<file path="config.mk">
export PLATFORM = sky130hd
export DESIGN_NAME = mdp_ctrl
export DESIGN_NICKNAME = d
export VERILOG_FILES = /design/src/rtl/mdp_pkg.sv /design/src/rtl/mdp_sync.sv /design/src/rtl/mdp_ctrl.sv
export SDC_FILE = /design/constraint.sdc
export NUM_CORES = 1
export LEC_CHECK = 0
export ABC_CLOCK_PERIOD_IN_PS = 4750
export BUFFER_PORTS_ARGS = -buffer_cell sky130_fd_sc_hd__buf_2
export CORE_ASPECT_RATIO = 1.1
export CORE_MARGIN = 2
export CORE_UTILIZATION = 35
export DETAILED_ROUTE_END_ITERATION = 16
export GPL_TIMING_DRIVEN = 0
export SYNTH_ARGS = -nofsm -noshare
export SYNTH_HDL_FRONTEND = slang
export SYNTH_SLANG_ARGS = --single-unit
</file>
<file path="constraint.sdc">
create_clock -name clk -period 4.75 [get_ports clk]
set_clock_uncertainty 0.15 [all_clocks]
set_input_delay 0.7125 -clock clk [delete_from_list [all_inputs] [get_ports clk]]
set_output_delay 0.7125 -clock clk [all_outputs]
set_load 0.1 [all_outputs]
</file>
<file path="src/rtl/mdp_pkg.sv">
// Purpose: Shared constants and types for motor protection control
// Assumes: 25 MHz clock, level inputs already decoded from pins
// Notes:   Times kept in their own unit, cycle counts derived
package mdp_pkg;

   // ----------------------------------------------------------------
   // Timing
   // ----------------------------------------------------------------
   localparam int unsigned CLK_HZ        = 25000000;
   localparam int unsigned LOCK_SHORT_MS = 500;
   localparam int unsigned LOCK_LONG_MS  = 1000;
   localparam int unsigned LATCH_MS      = 2000;
   localparam int unsigned REL_SHORT_MS  = 5000;
   localparam int unsigned REL_LONG_MS   = 10000;
   localparam int unsigned IMM_REL_US    = 70;
   localparam int unsigned CYC_PER_MS    = CLK_HZ / 1000;
   localparam int unsigned CYC_PER_US    = CLK_HZ / 1000000;
   localparam int unsigned LOCK_SHORT_CYC = LOCK_SHORT_MS * CYC_PER_MS;
   localparam int unsigned LOCK_LONG_CYC  = LOCK_LONG_MS * CYC_PER_MS;
   localparam int unsigned LATCH_CYC      = LATCH_MS * CYC_PER_MS;
   localparam int unsigned REL_SHORT_CYC  = REL_SHORT_MS * CYC_PER_MS;
   localparam int unsigned REL_LONG_CYC   = REL_LONG_MS * CYC_PER_MS;
   localparam int unsigned IMM_REL_CYC    = IMM_REL_US * CYC_PER_US;
   localparam int unsigned CNT_W          = 28;

   // ----------------------------------------------------------------
   // Encodings
   // ----------------------------------------------------------------
   localparam logic [1:0] DIR_FWD = 2'h0;
   localparam logic [1:0] DIR_MID = 2'h1;
   localparam logic [1:0] DIR_REV = 2'h2;

   typedef enum logic [1:0] {
      MDP_OUT_DRIVE,
      MDP_OUT_BRAKE,
      MDP_OUT_OFF
   } mdp_out_t;

   typedef struct packed {
      logic uv;
      logic ov;
      logic oc;
      logic therm;
   } mdp_flags_t;

   typedef struct packed {
      logic lock_mode;
      logic lock_timing;
      logic ov_sel;
   } mdp_cfg_t;

endpackage : mdp_pkg

</file>
<file path="src/rtl/mdp_sync.sv">
// Purpose: Two-stage synchroniser for a bundle of pin levels
// Assumes: Inputs asynchronous to clk
// Notes:   First stage feeds only the second stage
module mdp_sync #(
   parameter int unsigned W = 1
) (
   input  wire logic         clk,
   input  wire logic         rstn,
   input  wire logic [W-1:0] din,
   output logic      [W-1:0] dout
);
   typedef struct packed {
      logic [W-1:0] meta;
      logic [W-1:0] held;
   } mdp_sync_st_t;

   mdp_sync_st_t st_q;
   mdp_sync_st_t st_d;

   // Only the second stage leaves the module
   always_comb begin
      st_d      = st_q;
      st_d.meta = din;
      st_d.held = st_q.meta;
   end

   always_ff @(posedge clk) begin
      if (!rstn) begin
         st_q <= '0;
      end else begin
         st_q <= st_d;
      end
   end

   assign dout = st_q.held;
endmodule // mdp_sync

</file>
<file path="src/rtl/mdp_ctrl.sv">
// Purpose: Mode and protection control of a fan-motor driver
// Assumes: Comparators give hysteretic levels; Hall edge is a level
// Notes:   Counts are parameters so simulation can shorten them
module mdp_ctrl
   import mdp_pkg::*;
#(
   parameter int unsigned LOCK_SHORT = LOCK_SHORT_CYC,
   parameter int unsigned LOCK_LONG  = LOCK_LONG_CYC,
   parameter int unsigned LATCH_T    = LATCH_CYC,
   parameter int unsigned REL_SHORT  = REL_SHORT_CYC,
   parameter int unsigned REL_LONG   = REL_LONG_CYC,
   parameter int unsigned IMM_REL    = IMM_REL_CYC
) (
   input  wire logic       clk,
   input  wire logic       rstn,
   input  wire logic [1:0] direction_select,
   input  wire logic       sleep_in,
   input  wire logic       hall_cmp,
   input  wire logic       speed_command_input,
   input  wire mdp_flags_t flags_in,
   input  wire mdp_cfg_t   cfg_in,
   output mdp_out_t        motor_mode,
   output logic            reverse_dir,
   output logic            regulator_output_en,
   output logic            ov_high_thresh_sel,
   output logic            lock_flag_output_n
);

   // ----------------------------------------------------------------
   // Input synchronisation
   // ----------------------------------------------------------------
   // Width follows the bundle so no pin bit is dropped
   localparam int unsigned SW = 5 + $bits(mdp_flags_t) + $bits(mdp_cfg_t);
   logic [SW-1:0] raw_s;
   logic [SW-1:0] syn_s;
   assign raw_s = {direction_select, sleep_in, hall_cmp, speed_command_input,
                   flags_in, cfg_in};

   mdp_sync #(.W(SW)) u_sync (
      .clk  (clk),
      .rstn (rstn),
      .din  (raw_s),
      .dout (syn_s)
   );

   logic [1:0] dir_s;
   logic       sleep_s;
   logic       hall_s;
   logic       speed_s;
   mdp_flags_t flg_s;
   mdp_cfg_t   cfg_s;
   assign {dir_s, sleep_s, hall_s, speed_s, flg_s, cfg_s} = syn_s;

   // ----------------------------------------------------------------
   // State
   // ----------------------------------------------------------------
   typedef enum logic [1:0] {
      LK_RUN,
      LK_LOCKED,
      LK_LATCHED
   } mdp_lk_t;

   typedef struct packed {
      mdp_lk_t          lk;
      logic [CNT_W-1:0] cnt;
      logic             hall_prev;
      logic             speed_prev;
      logic             uv_prev;
      mdp_out_t         mode;
      logic             rev;
      logic             reg_en;
      logic             flag_n;
   } mdp_st_t;

   mdp_st_t st_q;
   mdp_st_t st_d;

   function automatic logic [CNT_W-1:0] to_cnt(input int unsigned v);
      return v[CNT_W-1:0];
   endfunction

   // ----------------------------------------------------------------
   // Next state
   // ----------------------------------------------------------------
   logic hall_edge;
   logic speed_rise;
   logic uv_rise;
   logic [CNT_W-1:0] det_lim;
   logic [CNT_W-1:0] rel_lim;
   logic brake_req;

   always_comb begin
      st_d       = st_q;
      hall_edge  = hall_s ^ st_q.hall_prev;
      speed_rise = speed_s & ~st_q.speed_prev;
      uv_rise    = flg_s.uv & ~st_q.uv_prev;
      st_d.hall_prev  = hall_s;
      st_d.speed_prev = speed_s;
      st_d.uv_prev    = flg_s.uv;
      det_lim = cfg_s.lock_timing ? to_cnt(LOCK_LONG) : to_cnt(LOCK_SHORT);
      rel_lim = cfg_s.lock_timing ? to_cnt(REL_LONG) : to_cnt(REL_SHORT);
      if (cfg_s.lock_mode && !cfg_s.lock_timing) begin
         det_lim = to_cnt(LATCH_T);
      end
      if (cfg_s.lock_mode && cfg_s.lock_timing) begin
         // Immediate mode detects on the short time, not the long one
         det_lim = to_cnt(LOCK_SHORT);
         rel_lim = to_cnt(IMM_REL);
      end
      if (sleep_s) begin
         // Sleep clears the lock state and count; protections idle
         st_d.lk  = LK_RUN;
         st_d.cnt = '0;
      end else begin
         case (st_q.lk)
            LK_RUN: begin
               if (hall_edge) begin
                  st_d.cnt = '0;
               end else if (st_q.cnt + 1'b1 >= det_lim) begin
                  st_d.cnt = '0;
                  st_d.lk  = cfg_s.lock_mode && !cfg_s.lock_timing ?
                             LK_LATCHED : LK_LOCKED;
               end else begin
                  st_d.cnt = st_q.cnt + 1'b1;
               end
            end
            LK_LOCKED: begin
               if (hall_edge || speed_rise || uv_rise) begin
                  st_d.lk  = LK_RUN;
                  st_d.cnt = '0;
               end else if (st_q.cnt + 1'b1 >= rel_lim) begin
                  st_d.lk  = LK_RUN;
                  st_d.cnt = '0;
               end else begin
                  st_d.cnt = st_q.cnt + 1'b1;
               end
            end
            LK_LATCHED: begin
               // Only undervoltage or sleep frees a latch; Hall ignored
               if (uv_rise) begin
                  st_d.lk = LK_RUN;
               end
               st_d.cnt = '0;
            end
            default: begin
               st_d.lk  = LK_RUN;
               st_d.cnt = '0;
            end
         endcase
      end

      brake_req = (dir_s == DIR_MID) || (st_d.lk != LK_RUN)
                  || flg_s.uv || flg_s.ov || flg_s.oc;
      if (sleep_s || flg_s.therm) begin
         st_d.mode = MDP_OUT_OFF;
      end else if (brake_req) begin
         st_d.mode = MDP_OUT_BRAKE;
      end else begin
         st_d.mode = MDP_OUT_DRIVE;
      end
      st_d.rev    = (dir_s == DIR_REV);
      st_d.reg_en = ~sleep_s;
      st_d.flag_n = (st_d.lk == LK_RUN);
   end

   always_ff @(posedge clk) begin
      if (!rstn) begin
         st_q <= '{lk: LK_RUN, cnt: '0, hall_prev: 1'b0, speed_prev: 1'b0,
                   uv_prev: 1'b0, mode: MDP_OUT_OFF, rev: 1'b0,
                   reg_en: 1'b1, flag_n: 1'b1};
      end else begin
         st_q <= st_d;
      end
   end

   assign motor_mode          = st_q.mode;
   assign reverse_dir         = st_q.rev;
   assign regulator_output_en = st_q.reg_en;
   assign ov_high_thresh_sel  = cfg_s.ov_sel;
   assign lock_flag_output_n  = st_q.flag_n;

   // ----------------------------------------------------------------
   // Checks
   // ----------------------------------------------------------------
   a_sleep_off: assert property (@(posedge clk) disable iff (!rstn)
      sleep_s |=> motor_mode == MDP_OUT_OFF && !regulator_output_en)
      else $error("sleep did not turn outputs off");
   a_sleep_noprot: assert property (@(posedge clk) disable iff (!rstn)
      sleep_s |=> lock_flag_output_n)
      else $error("lock flag active in sleep");
   a_therm_off: assert property (@(posedge clk) disable iff (!rstn)
      flg_s.therm |=> motor_mode == MDP_OUT_OFF)
      else $error("thermal did not force off");
   a_mid_brake: assert property (@(posedge clk) disable iff (!rstn)
      dir_s == DIR_MID && !sleep_s && !flg_s.therm
      |=> motor_mode == MDP_OUT_BRAKE)
      else $error("middle direction not braking");
   a_prot_brake: assert property (@(posedge clk) disable iff (!rstn)
      (flg_s.uv || flg_s.ov || flg_s.oc) && !sleep_s && !flg_s.therm
      |=> motor_mode == MDP_OUT_BRAKE)
      else $error("voltage or current trip not braking");
   a_lock_brake: assert property (@(posedge clk) disable iff (!rstn)
      !lock_flag_output_n && !$past(sleep_s) && !$past(flg_s.therm)
      |-> motor_mode == MDP_OUT_BRAKE)
      else $error("lock flag without brake");
   a_latch_hold: assert property (@(posedge clk) disable iff (!rstn)
      st_q.lk == LK_LATCHED && !sleep_s && !uv_rise
      |=> st_q.lk == LK_LATCHED)
      else $error("latched lock released early");
   a_hall_rel: assert property (@(posedge clk) disable iff (!rstn)
      st_q.lk == LK_LOCKED && hall_edge |=> st_q.lk == LK_RUN)
      else $error("hall edge did not release lock");
   a_rev_dir: assert property (@(posedge clk) disable iff (!rstn)
      dir_s == DIR_REV |=> reverse_dir)
      else $error("reverse not reported");

endmodule // mdp_ctrl

</file>
## Word-level counts from Yosys, hierarchy flattened

Index checks and enable logic that the tools add are counted.

- Bits in registers: 62
- Word-level logic and storage cells: 57

- Bitwise gates (word level): 7
- $lt $le $gt $ge: 2
- Add/subtract/negate cells: 1
- Reductions and logical operators: 15
- Eq/ne operators: 4
- Multiplexer cells: 17

Operators with widths:

| operator | number |
|---|---|
| 28-bit two-way mux | 6 |
| 30-bit one-hot mux with 3 select lines | 1 |
| 30-bit two-way mux | 2 |
| 28-bit >= comparator | 2 |
| 28-bit by 1-bit adder with 28-bit output (second input constant) | 1 |
| 26-bit two-way mux | 1 |
| 25-bit two-way mux | 1 |
| 2-bit two-way mux | 5 |
| 1-bit logical OR | 7 |
| 2-bit by 1-bit equality test with 1-bit output (second input constant) | 2 |
| 2-bit equality test (second input constant) | 2 |
| 2-bit zero test | 2 |
| 1-bit NOT | 4 |
| 2-bit OR reduction | 2 |
| 1-bit AND | 2 |
| 1-bit logical AND | 2 |
| 2-bit nonzero test | 1 |
| 1-bit zero test | 1 |
| 1-bit two-way mux | 1 |
| 1-bit bitwise XOR | 1 |

## Depth between registers and ports, before layout

- Depth in word-level cells: 15
- Depth in mapped cells: 18
- Gate-level depth less buffers: 16

## Cells and area by module

From an unflattened synthesis, not the netlist that was laid out.

- Cells, all modules: 386
- Area, all modules: 3547.2 µm²

Modules (own cells, without submodules):

| module | cells each | area each (µm²) | seq. area each (µm²) | instances |
|---|---|---|---|---|
| mdp_ctrl | 336 | 2871.5 | 760.7 | 1 |
| mdp_sync | 50 | 675.6 | 480.5 | 1 |

## Least setup slack after synthesis

No wires, ideal clock.

- Kind: reg2reg
- Start: reg st_q[8] (netlist bit)
- End: reg st_q[14] (netlist bit)
- Clock period less this slack: 3.458 ns
- Buffers on the path: 2
- Stages on the path, launching flop included: 16
- Library setup time: 0.114 ns
- Setup slack: 1.292 ns
- Required time: 4.486 ns
- Data arrival time: 3.194 ns
- Path through: dfxtp_1 > ha_1 > nand2_1 > or4_1 > buf_2 > nor2_1 > xor2_1 > ha_1 > nand3_1 > o21ai_0 > a211oi_1 > a2111o_1 > o211ai_1 > a21o_4 > buf_6 > nor2b_2

- Cells in the longest elaborated chain, start to end: 5

RTL lines:

| item | RTL line | RTL |
|---|---|---|
| start, declared | mdp_ctrl.sv:75 | `mdp_st_t st_q;` |
| start signal, assigned | mdp_ctrl.sv:168 | `st_q <= '{lk: LK_RUN, cnt: '0, hall_prev: 1'b0, speed_prev: 1'b0,` |
| start signal, assigned | mdp_ctrl.sv:172 | `st_q <= st_d;` |
| 28-bit by 1-bit adder with 28-bit output * | -- |  |
| 28-bit >= comparator, on equally long branches | mdp_ctrl.sv:131, mdp_ctrl.sv:119 |  |
| 28-bit two-way mux, on equally long branches | mdp_ctrl.sv:131, mdp_ctrl.sv:119 |  |
| 30-bit two-way mux / 28-bit two-way mux (equally long branches) | mdp_ctrl.sv:128, mdp_ctrl.sv:117 |  |
| 30-bit one-hot mux with 3 select lines * | mdp_ctrl.sv:115 | `case (st_q.lk)` |

Mark *: on every way between the ends. The rest lies on a longest branch, timed or not.
A chain may end at the register's enable or synchronous reset.

## Worst setup path after layout

- Start: reg st_q[8] (netlist bit)
- End: reg st_q[30] (netlist bit)

The elaborated chain is that of the path after synthesis.

==> summary.md <==
| Metric | Value |
|---|---|
| Outcome | `finished clean` |
| Setup crit end kind | `flip-flop` |
| DRT iter0 DRCs | `96` |
| Final Hold Fails | `0` |
| HP Class | `reg -> reg` |
| Number of global-route vias before repair | `2459` |
| Hold slack final | `0.2706 ns` |
| Yosys reg bits | `62` |
| Vias | `2557` |
| EDFF count, synth | `0` |
| Most instantiated cells after synthesis | `62 x dfxtp_1, 43 x ha_1, 27 x and2_1, 20 x nand2_1, 20 x nor2_1` |
| Final setup vio count | `0` |
| GRT Total Usage | `14.04%` |
| VDD IR max | `0.1626 mV` |
| Most area-hungry cell type in the Yosys netlist | `dfxtp_1` |
| Share of cells above drive strength 1 | `17.09%` |
| Cell Area, Synth | `0.003461 mm²` |
| Most frequent cell after synthesis | `dfxtp_1` |
| Clock tree root buffer cell | `clkbuf_8` |
| Final ANT Viol Nets | `0` |
| CTS Buffer Depth | `2` |
| Cell Pwr Density | `272.3 mW/mm²` |
| RSZ-0062 raised after global routing | `false` |
| Comb pwr share | `7.8%` |
| Tcrit/Tclk final | `88.51%` |
| Max_cap viols | `0` |
| H-tree depth | `3` |
| Filler Cells Inserted | `965` |
| Fin cells | `518` |
| Pint | `0.7589 mW` |
| Switching power | `0.2989 mW` |
| Clock Power Share | `41.2%` |
| TNS Setup | `0 ns` |
| Nets | `450` |
| Via density | `4.936` |
| F_max | `0.2379 GHz` |
| Starting Density | `35.51%` |
| Worst slew pin tran | `0.4840 ns` |
| # rows | `38` |
| Wire length per cell | `13.31 µm` |
| Cells after synthesis | `363` |
| Syn_area_per_cell | `9.534 µm²` |
| Pleak | `1.783 nW` |
| Setup CP Type | `reg -> reg` |
| Die W | `98.81 µm` |
| Final min period | `4.204 ns` |
| Seq/Total Area, Yosys | `35.86%` |
| Yosys top cell area share | `35.86%` |
| I/O Buffers | `19` |
| Synth Warn # | `0` |
| Slew Limit Fails | `0` |
| Clock latency on the worst-skew pair | `0.35 ns` |
| DRC | `0` |
| Post-CTS Setup Bufs | `0` |
| Largest net degree at the start of global routing | `14` |
| Synthesized net count | `420` |
| Crit Path Max Fanout | `10` |
| I/O Pins | `20` |
| Dpl ws | `0.6269 ns` |
| Area delta synth->final | `12.26%` |
| Top_reg_cell synth | `dfxtp_1` |
| Sequential power share | `51.0%` |
| Startpoint class of the critical path | `flip-flop` |
| Net Sw Frac | `28.26%` |
| Worst-path clk slew | `0.09 ns` |
| Final GP Congestion | `0.8332` |
| Placed Instances | `502` |
| Ranking of synthesized cells by area | `dfxtp_1 36%, ha_1 16%, and2_1 4.9%` |
| Overall power | `1.058 mW` |
| Cts hold-fix bufs | `0` |
| Cell variety after synth | `56` |
| Antenna cells | `0` |
| Slew margin rel. | `67.73%` |
| Core ar. | `0.009747 mm²` |
| 1st-pass router iterations | `4` |
| Required time worst endpoint | `4.84 ns` |
| Final WL | `6.896 mm` |
| Die H | `108.3 µm` |
| First-pass GRT wire length | `11.85 mm` |
| CTS tree | `built` |
| Critical path data arrival time | `4.30 ns` |
| PnR worst setup slack | `0.5457 ns` |
| Initial antenna violation count | `0` |
| Cts bufs inserted | `9` |
| Die area | `0.01070 mm²` |
| Cts repair resizes | `0` |
| Clk sinks | `62` |
| DPL Wire Length | `5.251 mm` |
| Ys async rst share | `0%` |
| Gr ovfl total | `0` |
==> worst max-delay path, cell delays in order (launching register included) <==
cell and delay, ns:
dfxtp_1 0.46, ha_1 0.26, nand2_1 0.16, or4_1 0.51, buf_2 0.17, nor2_1 0.13, xor2_1 0.28, ha_1 0.19
nand4_1 0.13, nor3_1 0.27, o21ai_0 0.14, a31oi_1 0.26, o2111ai_1 0.16, a41oi_1 0.32, a21o_4 0.26, buf_6 0.19
nor2b_2 0.05
==> power groups by stage <==
stage | clock network (mW) | registers (mW) | logic (mW)
floorplan | 0 | 0.556 | 0.0573
global placement | 0 | 0.552 | 0.0818
detailed placement | 0 | 0.552 | 0.0836
CTS | 0.445 | 0.540 | 0.0839
global route | 0.465 | 0.541 | 0.0933
finish | 0.435 | 0.540 | 0.0829
==> per-stage QoR <==
step	cell area [µm²]	util [%]
floorplan	3461	-
global placement	3706	38.02
detailed placement	3706	38.02
CTS	3885	39.86
global route	3885	39.86
finish	3885	39.86
==> worst paths after layout <==
check | from | endpoint | slack [ns] | cells after the start
min reg2reg | u_sync.dout[9] | regulator_output_en | 0.27 | 1
max reg2reg | st_q[8] | st_q[30] | 0.55 | 16
max | st_q[8] | st_q[30] | 0.55 | 16
min | u_sync.dout[9] | regulator_output_en | 0.27 | 1
==> sequential cells by signal (all words and copies together), names as in the netlist <==
name	cells
st_q	33
u_sync.st_d	12
u_sync.dout	12
motor_mode	2
regulator_output_en	1
reverse_dir	1
lock_flag_output_n	1
==> placed cells by master (no fill, tap or decap), types with 2 or more instances in the layout <==
master	count
dfxtp_1	62
ha_1	43
and2_1	27
buf_2	21
nand2_1	20
nor2_1	20
inv_1	16
xor2_1	16
a21oi_1	15
nor2b_2	15
xnor2_1	14
nand4_1	10
nand3_1	9
nor2b_1	9
clkbuf_8	9
and3_1	7
o21ai_0	6
nor3_1	4
nand2b_1	4
a21o_1	4
a211oi_1	4
a31oi_1	4
nor3b_1	4
inv_6	4
buf_4	3
and4_1	3
o21a_1	3
clkbuf_1	3
or4_1	2
nor4_4	2
nor4_1	2
o22ai_1	2
a311oi_1	2
buf_6	2
clkinvlp_4	2
==> cell type report <==
type	count	area (µm²)	area share (%)
inverter	16	60.06	1.546
sequential	62	1241	31.95
buffer	11	71.32	1.836
clock inverter	7	55.05	1.417
multi-input combinational	274	2088	53.75
tap	120	150.1	3.865
clock buffer	9	123.9	3.188
timing repair buffer	19	95.09	2.448
==> metal layers <==
layer,track usage [%],vias to the layer above,part of all wire (%)
met1,17.47,1174,47
met3,2.521,13,3.3
met4,6.458,0,1.6
met2,23.60,41,48
met5,0,-,0
li1,-,1329,-
==> logic make-up (layout without fill, tap and decap cells) <==
kind of cell / count (synthesis) / in the layout / share of synthesized area [%]
AOI/OAI and AO/OA: 56 / 56 / 11.17
and+or+nand+nor: 145 / 145 / 26.03
adders and majority gates: 43 / 43 / 15.55
DFF: 62 / 62 / 35.86
buffers and inverters: 27 / 62 / 3.796
xor gates and xnor gates: 30 / 30 / 7.592
(Power assumes the default switching activity.)
